File: config.mk
export PLATFORM = sky130hd
export DESIGN_NAME = eiap_top
export DESIGN_NICKNAME = d
export VERILOG_FILES = /design/src/inc/eiap_pkg.sv /design/src/design/eiap_top.sv
export VERILOG_INCLUDE_DIRS = /design/src /design/src/inc
export SDC_FILE = /design/constraint.sdc
export NUM_CORES = 1
export LEC_CHECK = 0
export BUFFER_PORTS_ARGS = -buffer_cell sky130_fd_sc_hd__buf_4
export CAP_MARGIN = 25
export CORE_MARGIN = 4
export CORE_UTILIZATION = 51
export CTS_BUF_LIST = sky130_fd_sc_hd__clkbuf_8
export CTS_CLUSTER_SIZE = 40
export DETAILED_ROUTE_END_ITERATION = 8
export PLACE_DENSITY = 0.82
export SLEW_MARGIN = 10
export SYNTH_ARGS = -nofsm -noshare
export SYNTH_HDL_FRONTEND = slang
export SYNTH_SLANG_ARGS = --single-unit
File: constraint.sdc
create_clock -name aclk -period 2.4 [get_ports aclk]
set_clock_uncertainty 0.2 [all_clocks]
set_input_delay 0.36 -clock aclk [delete_from_list [all_inputs] [get_ports aclk]]
set_output_delay 0.36 -clock aclk [all_outputs]
set_load 0.02 [all_outputs]
File: src/inc/eiap_consts.svh
// constants of the external interrupt and priority block
`ifndef EIAP_CONSTS_SVH
`define EIAP_CONSTS_SVH
// ----------------------------------------
// register byte offsets
// ----------------------------------------
`define EIAP_OFF_EXT_CFG 8'h00
`define EIAP_OFF_TMR_CTL 8'h04
`define EIAP_OFF_PRIO_SEL 8'h08
`define EIAP_OFF_EXT_PRIO 8'h0c
// ----------------------------------------
// timer control field positions
// ----------------------------------------
`define EIAP_TC_TRIG_A 0
`define EIAP_TC_PEND_A 1
`define EIAP_TC_TRIG_B 2
`define EIAP_TC_PEND_B 3
// ----------------------------------------
// source numbers, reset values and response codes
// ----------------------------------------
`define EIAP_SRC_EXT_A 0
`define EIAP_SRC_EXT_B 2
`define EIAP_RST_EXT_CFG 8'h00
`define EIAP_RST_TMR_CTL 4'h0
`define EIAP_RST_PRIO_SEL 6'h00
`define EIAP_RST_EXT_PRIO 2'h0
`define EIAP_RESP_OKAY 2'h0
`define EIAP_RESP_SLVERR 2'h2
`endif

File: src/inc/eiap_pkg.sv
// types of the external interrupt and priority block
package eiap_pkg;
	// pin select and polarity for both inputs
	typedef struct packed {
		logic b_pol;
		logic [2:0] b_pin;
		logic a_pol;
		logic [2:0] a_pin;
	} eiap_cfg_t;
	// service depth, one-hot
	typedef enum logic [3:0] {
		EIAP_IDLE = 4'h1,
		EIAP_LOW = 4'h2,
		EIAP_HIGH = 4'h4,
		EIAP_NEST = 4'h8
	} eiap_svc_t;
	// request offered to the core
	typedef struct packed {
		logic req;
		logic high;
		logic [2:0] src;
	} eiap_vec_t;
	// events reported by the core
	typedef struct packed {
		logic ack;
		logic [2:0] src;
		logic ret;
		logic instr_done;
	} eiap_cpu_t;
endpackage

File: src/design/eiap_top.sv
// external interrupt inputs, pending flags and two-level priority arbiter
//
// Contract
// RULE_01: per-input polarity bit in config register
// RULE_02: trigger 1 edge/0 level; polarity 1 high
// RULE_03: config field selects each input's port pin
// RULE_04: pins only observed, peripherals left undisturbed
// RULE_05: pending flags at timer control bits 1,3
// RULE_06: edge mode pending clears on vectoring
// RULE_07: level mode pending follows active input
// RULE_08: source holds level until recognized
// RULE_09: source drops level before routine ends
// RULE_10: each source low or high priority
// RULE_11: high request preempts low routine
// RULE_12: nothing preempts a high routine
// RULE_13: priority bits in two registers, reset low
// RULE_14: higher level served first when simultaneous
// RULE_15: equal level uses fixed source order
// RULE_16: sample and decode every clock cycle
// RULE_17: wait for return plus one instruction
// RULE_18: request one cycle after pending flag
// RULE_19: pins synchronised before polarity and edges
`timescale 1ns/1ns
`include "eiap_consts.svh"
module eiap_top (
	// clock and reset
	input wire logic aclk,
	input wire logic aresetn,
	// axi4-lite write address and data
	input wire logic [7:0] s_axi_awaddr,
	input wire logic s_axi_awvalid,
	output logic s_axi_awready,
	input wire logic [31:0] s_axi_wdata,
	input wire logic [3:0] s_axi_wstrb,
	input wire logic s_axi_wvalid,
	output logic s_axi_wready,
	// axi4-lite write response
	output logic [1:0] s_axi_bresp,
	output logic s_axi_bvalid,
	input wire logic s_axi_bready,
	// axi4-lite read
	input wire logic [7:0] s_axi_araddr,
	input wire logic s_axi_arvalid,
	output logic s_axi_arready,
	output logic [31:0] s_axi_rdata,
	output logic [1:0] s_axi_rresp,
	output logic s_axi_rvalid,
	input wire logic s_axi_rready,
	// port pins, asynchronous
	input wire logic [7:0] port_pin_in,
	// other interrupt sources, same clock
	input wire logic [7:0] src_req,
	// core handshake
	input wire eiap_pkg::eiap_cfg_t unused_cfg_tie,
	input wire eiap_pkg::eiap_cpu_t cpu_in,
	output eiap_pkg::eiap_vec_t vec_out
);
	import eiap_pkg::*;
	// ----------------------------------------
	// registers
	// ----------------------------------------
	eiap_cfg_t ext_irq_config_reg;
	logic [1:0] trig_type_reg;
	logic [1:0] pending_reg;
	logic [5:0] priority_select_reg;
	logic [1:0] ext_priority_reg;
	eiap_svc_t svc_reg;
	eiap_svc_t svc_next;
	logic ret_hold_reg;
	eiap_vec_t vec_reg;
	eiap_vec_t vec_next;

	// ----------------------------------------
	// bus slave state
	// ----------------------------------------
	logic aw_have_reg;
	logic w_have_reg;
	logic [7:0] awaddr_reg;
	logic [7:0] wbyte_reg;
	logic wstrb0_reg;
	logic bvalid_reg;
	logic [1:0] bresp_reg;
	logic arready_reg;
	logic rvalid_reg;
	logic [31:0] rdata_reg;
	logic [1:0] rresp_reg;

	// ----------------------------------------
	// pin synchroniser
	// ----------------------------------------
	// reset to high so an idle pulled-up pin does not look like an edge
	logic [7:0] pin_s1_reg;
	logic [7:0] pin_s2_reg;

	always_ff @(posedge aclk) begin
		if (!aresetn) begin
			pin_s1_reg <= 8'hff;
			pin_s2_reg <= 8'hff;
		end else begin
			pin_s1_reg <= port_pin_in; // RULE_19
			pin_s2_reg <= pin_s1_reg;
		end
	end

	// ----------------------------------------
	// input select, polarity and edge detect
	// ----------------------------------------
	// the pins are read only, so any crossbar owner keeps its pin
	wire [2:0] pin_sel [2];
	wire [1:0] pol;
	wire [1:0] raw;
	wire [1:0] act;
	wire [1:0] rise;
	wire [1:0] sw_pend_wr;
	wire [1:0] sw_pend_val;
	wire [1:0] svc_clr;
	logic [1:0] act_prev_reg;
	logic [1:0] pending_next;

	assign pin_sel[0] = ext_irq_config_reg.a_pin; // RULE_03
	assign pin_sel[1] = ext_irq_config_reg.b_pin; // RULE_03
	assign pol = {ext_irq_config_reg.b_pol, ext_irq_config_reg.a_pol}; // RULE_01
	genvar k;
	generate
		for (k = 0; k < 2; k++) begin : g_ext
			localparam logic [2:0] SRC = (k == 0) ? 3'(`EIAP_SRC_EXT_A) : 3'(`EIAP_SRC_EXT_B);
			assign raw[k] = pin_s2_reg[pin_sel[k]]; // RULE_04
			assign act[k] = pol[k] ? raw[k] : ~raw[k]; // RULE_02
			assign rise[k] = act[k] & ~act_prev_reg[k];
			assign svc_clr[k] = cpu_in.ack & (cpu_in.src == SRC); // RULE_06
			always_comb begin
				if (trig_type_reg[k]) begin
					// a fresh edge beats a clear in the same cycle
					pending_next[k] = rise[k] |
						((sw_pend_wr[k] ? sw_pend_val[k] : pending_reg[k]) & ~svc_clr[k]); // RULE_06
				end else begin
					pending_next[k] = act[k]; // RULE_07
				end
			end
		end
	endgenerate

	always_ff @(posedge aclk) begin
		if (!aresetn) begin
			act_prev_reg <= 2'h0;
			pending_reg <= 2'h0;
		end else begin
			act_prev_reg <= act;
			pending_reg <= pending_next; // RULE_16
		end
	end

	// ----------------------------------------
	// priority decode
	// ----------------------------------------
	function automatic logic [2:0] first_set(input logic [7:0] v);
		logic [2:0] idx;
		idx = 3'h0;
		for (int i = 7; i >= 0; i--) begin
			if (v[i]) begin
				idx = 3'(i);
			end
		end
		return idx;
	endfunction

	wire [7:0] req_all;
	wire [7:0] prio_all;
	wire [7:0] hi_set;
	wire [7:0] lo_set;
	wire allow_hi;
	wire allow_lo;
	wire take_hi;
	wire take_lo;
	wire ack_high;

	assign req_all = {src_req[7:3], pending_reg[1], src_req[1], pending_reg[0]};
	assign prio_all = {ext_priority_reg, priority_select_reg}; // RULE_10
	assign hi_set = req_all & prio_all;
	assign lo_set = req_all & ~prio_all;
	// after a return the core must finish one more instruction first
	assign allow_hi = (svc_reg == EIAP_IDLE || svc_reg == EIAP_LOW) && !ret_hold_reg; // RULE_11
	assign allow_lo = (svc_reg == EIAP_IDLE) && !ret_hold_reg; // RULE_17
	assign take_hi = allow_hi && (|hi_set); // RULE_14
	assign take_lo = allow_lo && (|lo_set) && !take_hi;
	assign ack_high = prio_all[cpu_in.src];

	always_comb begin
		vec_next.req = (take_hi | take_lo) & ~cpu_in.ack; // RULE_18
		vec_next.high = take_hi;
		vec_next.src = take_hi ? first_set(hi_set) : first_set(lo_set); // RULE_15
	end

	// ----------------------------------------
	// service depth
	// ----------------------------------------
	always_comb begin
		svc_next = svc_reg;
		case (svc_reg)
			EIAP_IDLE: begin
				if (cpu_in.ack) begin
					svc_next = ack_high ? EIAP_HIGH : EIAP_LOW;
				end
			end
			EIAP_LOW: begin
				if (cpu_in.ack && ack_high) begin
					svc_next = EIAP_NEST; // RULE_11
				end else if (cpu_in.ret) begin
					svc_next = EIAP_IDLE;
				end
			end
			EIAP_HIGH: begin
				if (cpu_in.ret) begin
					svc_next = EIAP_IDLE; // RULE_12
				end
			end
			EIAP_NEST: begin
				if (cpu_in.ret) begin
					svc_next = EIAP_LOW;
				end
			end
			default: begin
				svc_next = EIAP_IDLE;
			end
		endcase
	end

	always_ff @(posedge aclk) begin
		if (!aresetn) begin
			svc_reg <= EIAP_IDLE;
			ret_hold_reg <= 1'b0;
			vec_reg <= '0;
		end else begin
			svc_reg <= svc_next;
			ret_hold_reg <= cpu_in.ret | (ret_hold_reg & ~cpu_in.instr_done); // RULE_17
			vec_reg <= vec_next; // RULE_16
		end
	end

	// ----------------------------------------
	// bus write path
	// ----------------------------------------
	wire aw_take;
	wire w_take;
	wire wr_do;
	wire wr_cfg;
	wire wr_tc;
	wire wr_ps;
	wire wr_ep;
	wire wr_hit;
	wire aw_have_next;
	wire w_have_next;

	assign aw_take = s_axi_awvalid & s_axi_awready;
	assign w_take = s_axi_wvalid & s_axi_wready;
	assign wr_do = aw_have_reg & w_have_reg & ~bvalid_reg;
	assign aw_have_next = (aw_have_reg & ~wr_do) | aw_take;
	assign w_have_next = (w_have_reg & ~wr_do) | w_take;
	assign wr_cfg = awaddr_reg == `EIAP_OFF_EXT_CFG;
	assign wr_tc = awaddr_reg == `EIAP_OFF_TMR_CTL;
	assign wr_ps = awaddr_reg == `EIAP_OFF_PRIO_SEL;
	assign wr_ep = awaddr_reg == `EIAP_OFF_EXT_PRIO;
	assign wr_hit = wr_cfg | wr_tc | wr_ps | wr_ep;
	assign sw_pend_wr = {2{wr_do & wr_tc & wstrb0_reg}};
	assign sw_pend_val = {wbyte_reg[`EIAP_TC_PEND_B], wbyte_reg[`EIAP_TC_PEND_A]};

	always_ff @(posedge aclk) begin
		if (!aresetn) begin
			aw_have_reg <= 1'b0;
			w_have_reg <= 1'b0;
			s_axi_awready <= 1'b1;
			s_axi_wready <= 1'b1;
			awaddr_reg <= 8'h00;
			wbyte_reg <= 8'h00;
			wstrb0_reg <= 1'b0;
			bvalid_reg <= 1'b0;
			bresp_reg <= `EIAP_RESP_OKAY;
		end else begin
			aw_have_reg <= aw_have_next;
			w_have_reg <= w_have_next;
			s_axi_awready <= ~aw_have_next;
			s_axi_wready <= ~w_have_next;
			if (aw_take) begin
				awaddr_reg <= {s_axi_awaddr[7:2], 2'h0};
			end
			if (w_take) begin
				wbyte_reg <= s_axi_wdata[7:0];
				wstrb0_reg <= s_axi_wstrb[0];
			end
			if (wr_do) begin
				bvalid_reg <= 1'b1;
				bresp_reg <= wr_hit ? `EIAP_RESP_OKAY : `EIAP_RESP_SLVERR;
			end else if (s_axi_bready) begin
				bvalid_reg <= 1'b0;
			end
		end
	end

	// ----------------------------------------
	// software-written control
	// ----------------------------------------
	// only byte lane 0 carries register bits
	always_ff @(posedge aclk) begin
		if (!aresetn) begin
			ext_irq_config_reg <= `EIAP_RST_EXT_CFG;
			trig_type_reg <= 2'h0;
			priority_select_reg <= `EIAP_RST_PRIO_SEL; // RULE_13
			ext_priority_reg <= `EIAP_RST_EXT_PRIO; // RULE_13
		end else if (wr_do && wstrb0_reg) begin
			if (wr_cfg) begin
				ext_irq_config_reg <= wbyte_reg; // RULE_01
			end
			if (wr_tc) begin
				trig_type_reg <= {wbyte_reg[`EIAP_TC_TRIG_B], wbyte_reg[`EIAP_TC_TRIG_A]}; // RULE_02
			end
			if (wr_ps) begin
				priority_select_reg <= wbyte_reg[5:0]; // RULE_13
			end
			if (wr_ep) begin
				ext_priority_reg <= wbyte_reg[1:0]; // RULE_13
			end
		end
	end

	// ----------------------------------------
	// bus read path
	// ----------------------------------------
	wire ar_take;
	wire [7:0] rd_addr;
	wire [7:0] tc_view;
	wire rd_hit;
	wire [7:0] rd_byte;

	assign ar_take = s_axi_arvalid & arready_reg;
	assign rd_addr = {s_axi_araddr[7:2], 2'h0};
	assign tc_view = {4'h0, pending_reg[1], trig_type_reg[1], pending_reg[0], trig_type_reg[0]}; // RULE_05
	assign rd_hit = rd_addr == `EIAP_OFF_EXT_CFG || rd_addr == `EIAP_OFF_TMR_CTL ||
		rd_addr == `EIAP_OFF_PRIO_SEL || rd_addr == `EIAP_OFF_EXT_PRIO;
	assign rd_byte = (rd_addr == `EIAP_OFF_EXT_CFG) ? ext_irq_config_reg :
		(rd_addr == `EIAP_OFF_TMR_CTL) ? tc_view :
		(rd_addr == `EIAP_OFF_PRIO_SEL) ? {2'h0, priority_select_reg} :
		(rd_addr == `EIAP_OFF_EXT_PRIO) ? {6'h00, ext_priority_reg} : 8'h00;

	always_ff @(posedge aclk) begin
		if (!aresetn) begin
			arready_reg <= 1'b1;
			rvalid_reg <= 1'b0;
			rdata_reg <= 32'h0000_0000;
			rresp_reg <= `EIAP_RESP_OKAY;
		end else if (ar_take) begin
			arready_reg <= 1'b0;
			rvalid_reg <= 1'b1;
			rdata_reg <= {24'h00_0000, rd_byte};
			rresp_reg <= rd_hit ? `EIAP_RESP_OKAY : `EIAP_RESP_SLVERR;
		end else if (rvalid_reg && s_axi_rready) begin
			arready_reg <= 1'b1;
			rvalid_reg <= 1'b0;
		end
	end

	// ----------------------------------------
	// outputs
	// ----------------------------------------
	assign s_axi_bvalid = bvalid_reg;
	assign s_axi_bresp = bresp_reg;
	assign s_axi_arready = arready_reg;
	assign s_axi_rvalid = rvalid_reg;
	assign s_axi_rdata = rdata_reg;
	assign s_axi_rresp = rresp_reg;
	assign vec_out = vec_reg;
endmodule

==> results.md <==
* Fmax at 499 MHz
* Largest net degree at the start of global routing at 36
* Non-Filler Instances at 560
* Io pins at 135
* Post-synthesis sequential area ratio at 0.442
* Clk buf depth at 2
* Synth Warn # at 0
* Cell area after synthesis at 0.00362 sq mm
* Share of layout cells above drive strength 1 at 0.237
* Seq cells post-synth at 80
* Distinct cell type count after synthesis at 55
* Clk Latency, worst-skew pair at 0.35 ns
* Final HPWL DP at 5890 um
* Setup tns final at 0 ns
* CTS resizes at 0
* Die area at 0.00852 sq mm
* Avg WL per Cell at 14.1 um
* Status: completed
* FFs w/ async S/R, synth at 0
* Clock-pin slew on the worst setup and hold paths at 0.09 ns
* Avg Cell Area, Syn at 9.39 sq um
* Fin crit share at 0.835
* Finished Cell Area at 0.00439 sq mm
* Final WL at 7910 um
* Worst Hold Class: in2reg
* Leakage at 0.00178 uW
* First-pass detailed-route iteration total at 4
* First-pass GRT wire length at 12,900 um
* Initial DRC count at 178
* Area of the core at 0.00683 sq mm
* CTS tree: built
* Setup Buffers After CTS at 0
* Final setup violation count at 0
* H-tree levels at 3
* Worst-path maximum fanout at 8
* Antenna fix cells at 0
* Placement Rows at 30
* Port Buf Inserts at 67
* Hold slack at 0.0367 ns
* CTS Hold Bufs at 8
* Slew Viols, Final at 0
* P&R area growth vs syn at 21.1%
* Via count at 2,859
* Setup repair after global routing missed its margin: no
* Crit start category: register
* IR drop worst, VDD at 0.524 mV
* Slew HR at 0.619
* Vias in the first global route at 2,749
* Post-route DRC at 0
* Clock sink count at 80
* Least-Margin Pin Slew at 0.564 ns
* Final ANT Viol Nets at 0
* Cell count after synthesis at 386
* Root Buffer: clkbuf_8
* CTS Buf Count at 9
* GRT Total Usage at 0.189
* Nets@finish at 548
* Starting Density at 0.531
* Placed instance area at 0.00410 sq mm
* EDFF count, synth at 0
* Die width at 92.3 um
* Final hold viol count at 0
* CP arrival at 2.05 ns
* Tmin final at 2.00 ns
* Maxcap violations at 0
* CP Class: reg2reg
* Total global routing overflow at 0
* Die Y at 92.3 um
* GP Congestion at 0.891
* Most used DFF post-synth: dfxtp_1
* Initial antenna violation count at 0
* CP Capture Type: register
* PwrDens at 631 mW/mm^2
* Vias/cell at 5.11
* Placed cell count at 536
* Overall power at 2770 uW
* CP required at 2.45 ns
[layer usage]
| layer | vias to the layer above | global-route usage | routed length [um] |
|---|---|---|---|
| met3 | 20 | 0.0439 | 432 |
| met4 | 0 | 0.0866 | 187 |
| li1 | 1435 | - | - |
| met5 | - | 0 | 0 |
| met2 | 75 | 0.323 | 3980 |
| met1 | 1329 | 0.225 | 3310 |
[cell families (layout without fill, tap and decap cells)]
group / count (synthesis) / in the layout / synth area share
mux: 36 / 36 / 0.128
flops: 80 / 80 / 0.442
compound gates: 64 / 64 / 0.119
xor+xnor: 5 / 5 / 0.0142
buf+inv: 52 / 105 / 0.0866
simple gates: 148 / 148 / 0.208
other cells: 1 / 26 / 0.00103
[stage by stage]
stage	utilization	setup slack [ns]
floorplan	-	0.591
global placement	0.600	0.416
detailed placement	0.600	0.388
CTS	0.643	0.374
global route	0.643	0.272
finish	0.643	0.395
[critical path, cell delays in order (launching register included)]
cell and delay, ns:
dfxtp_1 0.35, and3b_1 0.31, nand3_2 0.17, or3_1 0.56
mux2i_1 0.25, nor2_1 0.05
[placed cells by master (no fill, tap or decap), types with 8 or more instances in the layout]
master,synthesis,final
mux4_2,8,8
nor2_1,43,43
nand2_1,39,39
buf_4,27,68
o21ai_0,8,8
dlygate4sd3_1,0,8
nand3_1,11,11
conb_1,1,26
dfxtp_1,80,80
clkbuf_8,1,9
a21oi_1,25,25
a22oi_1,11,11
nand2b_1,18,18
mux2i_1,24,24
inv_1,11,11
[final timing paths]
path                      start                     to  slack [ns]  cells after the start
hold / removal        cpu_in[5]             vec_out[4]        0.04                      2
setup reg to reg   s_axi_bvalid  ext_irq_config_reg[2]        0.40                      5
hold reg to reg   pin_s1_reg[6]          pin_s2_reg[6]        0.21                      1
setup / recovery   s_axi_bvalid  ext_irq_config_reg[2]        0.40                      5
[cell type report]
| cell class | instances | area [sq um] |
|---|---|---|
| multi-input combinational | 279 | 1800 |
| timing repair buffer | 77 | 611 |
| clock inverter | 7 | 86.3 |
| fill | 578 | 2440 |
| clock buffer | 9 | 124 |
| tap | 96 | 120 |
| sequential | 80 | 1600 |
| inverter | 12 | 45.0 |
[power breakdown]
group / internal [uW] / switching (uW)
Combinational: 143 / 171
Sequential: 1380 / 44.1
Clock: 502 / 533
[synthesized netlist by cell type (6+ instances only)]
cell type  instances  share of area
dfxtp_1           80           0.44
nor2_1            43          0.045
nand2_1           39          0.040
buf_4             27          0.056
a21oi_1           25          0.035
mux2i_1           24          0.066
nand2b_1          18          0.031
a22oi_1           11          0.023
inv_1             11          0.011
nand3_1           11          0.015
clkbuf_1           9         0.0093
mux4_2             8          0.050
o21ai_0            8          0.011
nor2b_1            6          0.010
nor3_1             6         0.0083
Note: power is estimated with default switching activity, not from simulation.
